### src/design/mcc_params.svh
// constants for the metering core configuration register block
`ifndef MCC_PARAMS_SVH
`define MCC_PARAMS_SVH

// ========================================================
// register map
`define MCC_CFG_ADDR        16'he618
`define MCC_CFG_RESET       16'h0010
// bits 2, 7 and 15 are not stored
`define MCC_CFG_WR_MASK     16'h7f7b

// ========================================================
// field positions
`define MCC_PIN_FN_LO       0
`define MCC_PIN_FN_HI       1
`define MCC_SWAP_BIT        3
`define MCC_HPF_BIT         4
`define MCC_LPF_BIT         5
`define MCC_FSP_BIT         6
`define MCC_SRST_BIT        7
`define MCC_PAIR_A_LO       8
`define MCC_PAIR_A_HI       9
`define MCC_PAIR_B_LO       10
`define MCC_PAIR_B_HI       11
`define MCC_PAIR_C_LO       12
`define MCC_PAIR_C_HI       13
`define MCC_NSEL_BIT        14

// ========================================================
// timing
`define MCC_CLK_MHZ         100
`define MCC_SETTLE_SHORT_MS 650
`define MCC_SETTLE_LONG_MS  1300
// soft reset pulse is 16 cycles: counter loads length minus one
`define MCC_SRST_LAST       4'hf

`endif

### src/design/mcc_pkg.sv
// types shared by the configuration register block
package mcc_pkg;

    typedef logic [23:0]       mcc_sample_t;
    typedef logic [3:0][23:0]  mcc_quad_t;
    typedef logic [25:0]       mcc_wide_t;

    typedef enum logic [1:0] {
        MCC_PIN_READY,
        MCC_PIN_ZX_A,
        MCC_PIN_ZX_B,
        MCC_PIN_ZX_C
    } mcc_pin_fn_t;

    typedef enum logic {
        MCC_SRST_IDLE,
        MCC_SRST_BUSY
    } mcc_srst_state_t;

endpackage

### src/design/mcc_reg_if.sv
// register access path between bus slave and configuration core
`timescale 1ns/10ps
interface mcc_reg_if;
    logic        wr_en;
    logic [15:0] wdata;
    logic [15:0] rdata;

    modport bus  (output wr_en, output wdata, input rdata);
    modport core (input wr_en, input wdata, output rdata);
endinterface

### src/design/mcc_apb_slave.sv
// apb slave for the single configuration word
`timescale 1ns/10ps
`include "mcc_params.svh"
module mcc_apb_slave (
    // clock and reset
    input  wire logic        sys_clk_i,
    input  wire logic        rst_i,
    // apb
    input  wire logic        psel_i,
    input  wire logic        penable_i,
    input  wire logic        pwrite_i,
    input  wire logic [15:0] paddr_i,
    input  wire logic [31:0] pwdata_i,
    output logic      [31:0] prdata_o,
    output logic             pready_o,
    output logic             pslverr_o,
    // register side
    mcc_reg_if.bus           reg_bus
);
    logic [31:0] prdata_q;
    wire         addr_hit = (paddr_i == `MCC_CFG_ADDR);
    wire         setup    = psel_i & ~penable_i;
    wire         access   = psel_i & penable_i;

    // ========================================================
    // zero wait states; read data sampled in setup phase
    assign pready_o      = 1'b1;
    assign pslverr_o     = access & ~addr_hit;
    assign prdata_o      = prdata_q;
    assign reg_bus.wr_en = access & pwrite_i & addr_hit;
    assign reg_bus.wdata = pwdata_i[15:0];

    always_ff @(posedge sys_clk_i) begin
        if (rst_i) begin
            prdata_q <= 32'h0;
        end else if (setup) begin
            prdata_q <= addr_hit ? {16'h0, reg_bus.rdata} : 32'h0;
        end
    end
endmodule

### src/design/mcc_config_top.sv
// metering core configuration register and the routing it steers
`timescale 1ns/10ps
`include "mcc_params.svh"
module mcc_config_top #(
    parameter int unsigned SETTLE_SHORT_CYC =
        `MCC_SETTLE_SHORT_MS * 1000 * `MCC_CLK_MHZ,
    parameter int unsigned SETTLE_LONG_CYC =
        `MCC_SETTLE_LONG_MS * 1000 * `MCC_CLK_MHZ
) (
    // clock and reset
    input  wire logic                 sys_clk_i,
    input  wire logic                 rst_i,
    // apb
    input  wire logic                 psel_i,
    input  wire logic                 penable_i,
    input  wire logic                 pwrite_i,
    input  wire logic [15:0]          paddr_i,
    input  wire logic [31:0]          pwdata_i,
    output logic      [31:0]          prdata_o,
    output logic                      pready_o,
    output logic                      pslverr_o,
    // sources for the shared pins
    input  wire logic                 sample_ready_output_i,
    input  wire logic [2:0]           zero_crossing_output_i,
    input  wire logic                 fast_serial_clock_i,
    input  wire logic                 third_energy_pulse_i,
    // channel samples, index 0..3 = a, b, c, neutral
    input  wire mcc_pkg::mcc_quad_t   volt_chan_i,
    input  wire mcc_pkg::mcc_quad_t   curr_chan_i,
    // shared pins
    output logic                      shared_pin_o,
    output logic                      energy_pin_o,
    // channel results
    output mcc_pkg::mcc_quad_t        volt_result_o,
    output mcc_pkg::mcc_quad_t        curr_result_o,
    output mcc_pkg::mcc_sample_t      pair_volt_a_o,
    output mcc_pkg::mcc_sample_t      pair_volt_b_o,
    output mcc_pkg::mcc_sample_t      pair_volt_c_o,
    output mcc_pkg::mcc_wide_t        neutral_rms_input_o,
    // datapath controls
    output logic                      highpass_filter_on_o,
    output logic                      power_lowpass_settle_select_o,
    output logic      [31:0]          lpf_settle_cycles_o,
    output logic                      fast_serial_port_on_o,
    output logic                      soft_reset_o
);
    import mcc_pkg::*;

    mcc_reg_if reg_bus ();

    // ========================================================
    // bus slave
    mcc_apb_slave u_apb (
        .sys_clk_i (sys_clk_i),
        .rst_i     (rst_i),
        .psel_i    (psel_i),
        .penable_i (penable_i),
        .pwrite_i  (pwrite_i),
        .paddr_i   (paddr_i),
        .pwdata_i  (pwdata_i),
        .prdata_o  (prdata_o),
        .pready_o  (pready_o),
        .pslverr_o (pslverr_o),
        .reg_bus   (reg_bus.bus)
    );

    // ========================================================
    // configuration word and soft reset sequencer
    logic [15:0]     cfg_q;
    logic [15:0]     cfg_d;
    mcc_srst_state_t srst_state_q;
    mcc_srst_state_t srst_state_d;
    logic [3:0]      srst_cnt_q;
    logic [3:0]      srst_cnt_d;

    wire        cfg_wr     = reg_bus.wr_en;
    wire        srst_start = cfg_wr & reg_bus.wdata[`MCC_SRST_BIT];
    wire        srst_busy  = (srst_state_q == MCC_SRST_BUSY);
    wire        srst_done  = srst_busy & (srst_cnt_q == 4'h0);

    // fields go back to defaults for the whole pulse; writes of other
    // fields during the pulse are dropped, a new trigger restarts it
    assign cfg_d = (srst_start | srst_busy) ? `MCC_CFG_RESET
                 : cfg_wr ? (reg_bus.wdata & `MCC_CFG_WR_MASK)
                 : cfg_q;

    // a trigger in the last cycle wins over the self clear
    always_comb begin
        srst_state_d = srst_state_q;
        srst_cnt_d   = srst_cnt_q;
        unique case (srst_state_q)
            MCC_SRST_IDLE: begin
                if (srst_start) begin
                    srst_state_d = MCC_SRST_BUSY;
                    srst_cnt_d   = `MCC_SRST_LAST;
                end
            end
            MCC_SRST_BUSY: begin
                if (srst_start) begin
                    srst_cnt_d = `MCC_SRST_LAST;
                end else if (srst_done) begin
                    srst_state_d = MCC_SRST_IDLE;
                end else begin
                    srst_cnt_d = srst_cnt_q - 4'h1;
                end
            end
        endcase
    end

    always_ff @(posedge sys_clk_i) begin
        if (rst_i) begin
            cfg_q        <= `MCC_CFG_RESET;
            srst_state_q <= MCC_SRST_IDLE;
            srst_cnt_q   <= 4'h0;
        end else begin
            cfg_q        <= cfg_d;
            srst_state_q <= srst_state_d;
            srst_cnt_q   <= srst_cnt_d;
        end
    end

    // reserved bits 2 and 15 read zero; bit 7 shows the pulse
    wire [15:0] cfg_rd = (cfg_q & `MCC_CFG_WR_MASK)
                       | {8'h0, srst_busy, 7'h0};
    assign reg_bus.rdata = cfg_rd;
    assign soft_reset_o  = srst_busy;

    // ========================================================
    // field decode
    wire [1:0] pin_fn   = cfg_q[`MCC_PIN_FN_HI:`MCC_PIN_FN_LO];
    wire       swap_on  = cfg_q[`MCC_SWAP_BIT];
    wire       lpf_long = cfg_q[`MCC_LPF_BIT];
    wire       fsp_on   = cfg_q[`MCC_FSP_BIT];
    wire [1:0] pair_a   = cfg_q[`MCC_PAIR_A_HI:`MCC_PAIR_A_LO];
    wire [1:0] pair_b   = cfg_q[`MCC_PAIR_B_HI:`MCC_PAIR_B_LO];
    wire [1:0] pair_c   = cfg_q[`MCC_PAIR_C_HI:`MCC_PAIR_C_LO];
    wire       nsel_sum = cfg_q[`MCC_NSEL_BIT];

    // ========================================================
    // shared pin selection
    logic shared_pin_d;
    always_comb begin
        unique case (mcc_pin_fn_t'(pin_fn))
            MCC_PIN_READY: shared_pin_d = sample_ready_output_i;
            MCC_PIN_ZX_A:  shared_pin_d = zero_crossing_output_i[0];
            MCC_PIN_ZX_B:  shared_pin_d = zero_crossing_output_i[1];
            MCC_PIN_ZX_C:  shared_pin_d = zero_crossing_output_i[2];
        endcase
    end

    wire energy_pin_d = fsp_on ? fast_serial_clock_i
                               : third_energy_pulse_i;

    // ========================================================
    // channel swap, pairing and neutral source
    wire mcc_quad_t vres = swap_on ? curr_chan_i : volt_chan_i;
    wire mcc_quad_t ires = swap_on ? volt_chan_i : curr_chan_i;

    mcc_sample_t pair_a_v;
    mcc_sample_t pair_b_v;
    mcc_sample_t pair_c_v;

    mcc_pair_mux #(.BASE(2'h0)) u_pair_a (
        .code_i (pair_a),
        .volt_i (vres),
        .volt_o (pair_a_v)
    );
    mcc_pair_mux #(.BASE(2'h1)) u_pair_b (
        .code_i (pair_b),
        .volt_i (vres),
        .volt_o (pair_b_v)
    );
    mcc_pair_mux #(.BASE(2'h2)) u_pair_c (
        .code_i (pair_c),
        .volt_i (vres),
        .volt_o (pair_c_v)
    );

    // signed sum of three phases needs two guard bits
    wire mcc_wide_t phase_current_sum = {{2{ires[0][23]}}, ires[0]}
                         + {{2{ires[1][23]}}, ires[1]}
                         + {{2{ires[2][23]}}, ires[2]};
    wire mcc_wide_t ineu = {{2{ires[3][23]}}, ires[3]};
    wire mcc_wide_t nsrc = nsel_sum ? phase_current_sum : ineu;

    wire [31:0] settle_d = lpf_long ? 32'(SETTLE_LONG_CYC)
                                    : 32'(SETTLE_SHORT_CYC);

    // ========================================================
    // output registers
    always_ff @(posedge sys_clk_i) begin
        if (rst_i) begin
            shared_pin_o        <= 1'b0;
            energy_pin_o        <= 1'b0;
            volt_result_o       <= '0;
            curr_result_o       <= '0;
            pair_volt_a_o       <= '0;
            pair_volt_b_o       <= '0;
            pair_volt_c_o       <= '0;
            neutral_rms_input_o <= '0;
            lpf_settle_cycles_o <= 32'(SETTLE_SHORT_CYC);
        end else begin
            shared_pin_o        <= shared_pin_d;
            energy_pin_o        <= energy_pin_d;
            volt_result_o       <= vres;
            curr_result_o       <= ires;
            pair_volt_a_o       <= pair_a_v;
            pair_volt_b_o       <= pair_b_v;
            pair_volt_c_o       <= pair_c_v;
            neutral_rms_input_o <= nsrc;
            lpf_settle_cycles_o <= settle_d;
        end
    end

    assign highpass_filter_on_o          = cfg_q[`MCC_HPF_BIT];
    assign power_lowpass_settle_select_o = lpf_long;
    assign fast_serial_port_on_o         = fsp_on;

    wire apb_rd_done = psel_i & penable_i & pready_o & ~pwrite_i
                     & (paddr_i == `MCC_CFG_ADDR);
    wire apb_wr_cfg  = psel_i & penable_i & pwrite_i
                     & (paddr_i == `MCC_CFG_ADDR);

    // counts pulse cycles so the full length can be checked
    logic [4:0] srst_age_q;
    always_ff @(posedge sys_clk_i) begin
        if (rst_i || srst_start) begin
            srst_age_q <= 5'h00;
        end else if (srst_busy) begin
            srst_age_q <= srst_age_q + 5'h01;
        end
    end
endmodule

### src/design/mcc_pair_mux.sv
// picks the phase voltage paired with one phase current
`timescale 1ns/10ps
module mcc_pair_mux #(
    parameter logic [1:0] BASE = 2'h0
) (
    // selection
    input  wire logic [1:0]         code_i,
    input  wire mcc_pkg::mcc_quad_t volt_i,
    // result
    output mcc_pkg::mcc_sample_t    volt_o
);
    import mcc_pkg::*;

    // reserved code 11 falls back to the phase's own voltage
    wire [2:0] sum = {1'b0, BASE} + {1'b0, code_i};
    wire [2:0] wrap = (sum >= 3'h3) ? sum - 3'h3 : sum;
    wire [1:0] idx = (code_i == 2'h3) ? BASE : wrap[1:0];

    assign volt_o = volt_i[idx];
endmodule

### config.mk
export PLATFORM = sky130hd
export DESIGN_NAME = mcc_config_top
export DESIGN_NICKNAME = d
export VERILOG_FILES = /design/src/design/mcc_pkg.sv /design/src/design/mcc_reg_if.sv /design/src/design/mcc_apb_slave.sv /design/src/design/mcc_config_top.sv /design/src/design/mcc_pair_mux.sv
export VERILOG_INCLUDE_DIRS = /design/src /design/src/design
export SDC_FILE = /design/constraint.sdc
export NUM_CORES = 1
export LEC_CHECK = 0
export ABC_CLOCK_PERIOD_IN_PS = 4950
export BUFFER_PORTS_ARGS = -buffer_cell sky130_fd_sc_hd__buf_2
export CORE_AREA = 4 4 236 238
export CTS_CLUSTER_SIZE = 25
export DETAILED_ROUTE_END_ITERATION = 8
export DIE_AREA = 0 0 240 242
export HOLD_SLACK_MARGIN = 0.06
export RECOVER_POWER = 100
export SLEW_MARGIN = 20
export SYNTH_ARGS = -nofsm -noshare
export SYNTH_HDL_FRONTEND = slang
export SYNTH_SLANG_ARGS = --single-unit
### constraint.sdc
create_clock -name sys_clk_i -period 4.95 [get_ports sys_clk_i]
set_input_delay 0.495 -clock sys_clk_i [delete_from_list [all_inputs] [get_ports sys_clk_i]]
set_output_delay 0.495 -clock sys_clk_i [all_outputs]
set_load 0.02 [all_outputs]
* After elaboration in Yosys (flattened, before gate mapping) *
Index checks and enable logic that the tools add are counted.
W data, S select, Z words.

storage, ports and cells
  output and inout port bits = 362
  input bits = 251
  flip-flop bits (word level) = 374

operators by class
  muxes and demuxes = 27
  equal/unequal tests = 9
  reductions and logical operators = 4
  magnitude comparators = 6
  bitwise logic cells = 12
  $add $sub $neg = 8

operators by type and width
  operator                count
  $mux W96                2
  $bmux W24 S2            3
  $mux W24                3
  $mux W27                1
  $add A25 B24 Y26        1
  $mux W26                1
  $add A24 B24 Y25        1
  $eq A16 B16 Y1 const B  1
  $mux W15                1
  $or A15 B8 Y15          1
  $mux W2                 6
  $mux W4                 3
  $eq A2 B2 Y1 const B    5
  $lt A2 B3 Y1 const B    3
  $pmux W4 S2             1
  $and A1 B1 Y1           7
  $ge A3 B2 Y1 const B    2
  $sub A2 B2 Y2 const B   3
  $logic_not A4 Y1        1
  $mux W1                 4
  $pmux W1 S4             1
  $sub A4 B1 Y4 const B   1
  $add A1 B2 Y3 const A   1
  $add A2 B2 Y3 const A   1
  10 further kinds        12

* Longest topological paths before layout *
  depth after elaboration = 6
  mapped depth = 16
  gate-level depth less buffers = 11

* Hierarchy *
Synthesis repeated with hierarchy kept, for this count alone.

second synthesis, totals
  cell total of the unflattened synthesis = 1414
  area total of the unflattened synthesis = 15902.8 um^2

by module, submodules not included
  module                       cells an instance  seq. area each (um^2)  times used  area an instance (um^2)
  mcc_config_top               1187               6246.0                 1           12934.9
  mcc_pair_mux (u_pair_b ...)  32                 0.0                    2           636.9
  mcc_apb_slave                82                 320.3                  1           872.1
  mcc_pair_mux (u_pair_a)      81                 0.0                    1           822.0

* Worst setup path after synthesis *
No wires, ideal clock.

  path type = register -> register
  start = register cfg_q[3]
  end = register neutral_rms_input_o[25]
  period minus slack after synthesis = 4073 ps
  setup slack = 877 ps
  data arrival time = 3981 ps
  library setup time = 92 ps
  required time = 4858 ps
  stages on the path, launching flop included = 15
  cells stage by stage = dfxtp_1 clkbuf_1 buf_2 buf_2 buf_1 mux2_2 fa_1 ha_1 fa_1 a21o_1 a221oi_2 o211a_1 nor4_2 o211a_1 o32ai_1

RTL lines
  element                 RTL line               source
  start, declared         mcc_config_top.sv:69   logic [15:0] cfg_q;
  start signal, assigned  mcc_config_top.sv:112  cfg_q <= `MCC_CFG_RESET;
  start signal, assigned  mcc_config_top.sv:116  cfg_q <= cfg_d;
  end signal, assigned    mcc_config_top.sv:210  neutral_rms_input_o <= nsrc;
  end, declared           mcc_config_top.sv:39   output mcc_pkg::mcc_wide_t neutral_rms_input_o,

==> impl_metrics.py <==
metrics = {
    "run_status": {
        "status": "finished, violations left",
        "violations": "max-capacitance violations, max-slew violations",
    },
    "power": {
        "power_switching_share": 0.289,
        "pwr-share-comb": 0.171,
        "ir_drop_mv": 0.217,
        "power_leakage_nw": 7.39,
        "p_switching_mw": 2.05,
        "clkPwrFrac": 0.434,
        "p_per_area_nw_per_um2": 371,
        "pwr-share-seq": 0.394,
        "p_int_mw": 5.04,
    },
    "die": {
        "die_height_um": 242,
        "dieArea_sq_um": 58100,
        "initial_core_util": 0.278,
        "core-area_sq_um": 53600,
        "pin_count": 613,
        "die_x_um": 240,
        "row_count": 85,
    },
    "logic_synthesis": {
        "synthMuxAreaShare": 0.226,
        "synth_cell_types": 65,
        "yosysTopAreaCellShare": 0.437,
        "yosysMostFrequentCell": "dfxtp_1",
        "synth_area_leader_cell": "dfxtp_1",
        "ys_seq_elements": 326,
        "synthSimpleGateAreaFrac": 0.138,
        "synth_xor_xnor_area_share": 0.00822,
        "yosys.area_share.adder": 0.0570,
        "yosys-top-cells-count": "dfxtp_1, nor2_1, mux2i_1",
        "synth_compound_area_frac": 0.0775,
        "avgSynthCellArea_sq_um": 10.3,
        "synth_top_family_by_area": "multiplexers",
        "yosysWarnings": 0,
        "postSynth.asyncResetShare": 0,
        "synth.area.top_cells": "dfxtp_1, mux2i_1, mux4_2",
        "synthesis.area_sq_um": 14900,
        "syn_inst": 1442,
        "seq_area_frac_synth": 0.437,
        "synth-edff-count": 0,
        "synthFlopType": "dfxtp_1",
    },
    "setup_path": {
        "regToRegSetupSlack_ps": 510,
        "arrival_ps": 4790,
        "path_max_fanout": 26,
        "crit_required_ps": 5300,
        "regToRegEndpoint": "neutral_rms_input_o[25]$_SDFF_PP0_",
        "r2r_cells": 10,
        "cp-end-kind": "register",
        "timing.rr.start": "cfg_q[3]$_SDFFE_PP0P_",
        "crit_path_start_kind": "register",
        "critical_path_class": "reg2reg",
    },
    "sta": {
        "min_period_ps": 4440,
        "rsz0062_at_grt": "no",
        "maxSlewViolCount": 242,
        "slew_headroom": -0.685,
        "tightest_slew_ps": 2530,
        "fin_setup_tns_ps": 0,
        "worst_clock_skew_ps": 19.9,
        "finalSetupViolCount": 0,
        "max_freq_mhz": 225,
        "finalCritPeriodShare": 0.897,
        "hold_viol": 0,
        "fin_ws_ps": 511,
    },
    "clock_network": {
        "cts_tree": "yes",
        "post_cts_buffers": 0,
        "clockRootBuffer": "clkbuf_16",
        "cts_sinks": 326,
        "cts-hold-fix-buffers": 0,
        "clkLatencyLatePin_ps": 550,
        "cts_resized": 0,
        "clk_path_buf_depth": 3,
        "cts_buffers": 40,
        "htreeDepth": 2,
        "cts.clk_slew.worst_paths_ps": 60,
    },
    "routing": {
        "wl_per_cell_um": 23.8,
        "drc_errors": 0,
        "first_iter_violations": 811,
        "ant_nets": 0,
        "vias": 12900,
        "first_pass_iters": 5,
        "viasPerCell": 4.78,
        "routed_wirelength_um": 64100,
    },
    "placement": {
        "place_ws_ps": 823,
        "dp.cells": 2606,
        "gp_congestion": 0.942,
        "place_area_sq_um": 18200,
        "hpwl_um": 51900,
        "port_buffers": 553,
    },
    "grt": {
        "grt-ovfl-total": 0,
        "grt_max_degree": 110,
        "grt_pass1_wl_um": 89000,
        "antenna_found_initial": 10,
        "track_usage": 0.210,
        "first_global_vias": 12700,
    },
    "hold_path": {
        "holdPathEnd": "cfg_q[10]$_SDFFE_PP0P_",
        "min_from": "pwdata_i[10]",
        "holdCritPathClass": "in2reg",
        "hold_depth": 3,
    },
    "layout": {
        "fin_cells": 2690,
        "final_util": 0.357,
        "final_area_sq_um": 19100,
        "final_nets": 2256,
        "drive_above_1_share": 0.223,
        "area_growth_pct": 28.2,
    },
    "flow_run": {
        "drv_cap": 3,
    },
}
==> power by group through the flow <==
stage               logic, mW  registers, mW  clock network (mW)
global route             1.31           2.80                3.26
floorplan               0.592           3.00                   0
detailed placement       1.24           2.85                   0
global placement         1.24           2.85                   0
finish                   1.22           2.80                3.08
CTS                      1.25           2.79                3.16
==> layout by cell type (no fill, tap or decap), types with 18 or more instances in the layout <==
cell type and instances:
clkbuf_1 331, dfxtp_1 323, buf_2 232, nor2_1 222
mux2i_1 148, a21oi_1 84, nand2_1 73, mux2_2 66
mux4_2 49, and2_1 44, conb_1 41, clkbuf_16 41
a211oi_1 32, and2_0 29, nor2b_1 27, ha_1 26
fa_1 25, nand3_1 18
==> cells by family (layout without fill, tap and decap cells) <==
kind of cell / count (synthesis) / in the layout
DFF: 326 / 326
adders and majority gates: 53 / 53
other: 2 / 53
and+or+nand+nor: 443 / 443
muxes: 267 / 267
buffers and inverters: 159 / 660
xor gates and xnor gates: 14 / 14
AOI/OAI and AO/OA: 178 / 178
==> flip-flops by register name (all words and copies together), names as in the netlist <==
name                 count
u_apb.prdata_o          14
soft_reset_o             1
volt_result_o           96
shared_pin_o             1
neutral_rms_input_o     26
lpf_settle_cycles_o      2
pair_volt_a_o           24
pair_volt_c_o           24
srst_cnt_q               4
pair_volt_b_o           24
cfg_q                   13
curr_result_o           96
energy_pin_o             1
==> worst max-delay path: stages, from the launching register on <==
cell,delay [ps]
dfxtp_4,620
buf_12,260
clkbuf_1,680
mux2_1,530
fa_1,570
ha_1,450
and3_1,270
nand2_1,80
nor4_2,380
o211a_1,270
o32ai_1,100
==> through the flow <==
stage	hold WS (ps)	power, mW
5_1_grt	177	7.38
4_1_cts	156	7.20
3_5_place_dp	444	4.09
6_report	196	7.09
3_3_place_gp	439	4.09
2_1_floorplan	447	3.60
==> how the worst max path moves through the flow <==
stage | startpoint | endpoint | slack, ps
after CTS | cfg_q[3]$_SDFFE_PP0P_ | neutral_rms_input_o[25]$_SDFF_PP0_ | 820
after detailed placement | cfg_q[3]$_SDFFE_PP0P_ | neutral_rms_input_o[25]$_SDFF_PP0_ | 820
final | cfg_q[3]$_SDFFE_PP0P_ | neutral_rms_input_o[25]$_SDFF_PP0_ | 510
after global routing | cfg_q[3]$_SDFFE_PP0P_ | neutral_rms_input_o[25]$_SDFF_PP0_ | 320
after global placement | cfg_q[3]$_SDFFE_PP0P_ | neutral_rms_input_o[25]$_SDFF_PP0_ | 870
after floorplan | cfg_q[3]$_SDFFE_PP0P_ | neutral_rms_input_o[25]$_SDFF_PP0_ | 880
==> routing by layer <==
metal	GRT usage	vias to the layer above	routed length (um)
met2	0.315	547	27900
met5	0	-	0
met4	0.0626	0	1920
met3	0.0535	102	5020
li1	-	5955	-
met1	0.297	6255	29300
==> layout make-up <==
class,instances,area [sq um]
Antenna cell,12,30.0
Clock buffer,54,1140
Clock inverter,18,239
Fill cell,5638,34500
Inverter,14,52.6
Multi-Input combinational cell,996,7720
Sequential cell,326,6530
Tap cell,696,871
Timing Repair Buffer,574,2540
No activity file was read; power rests on OpenSTA's default activity.
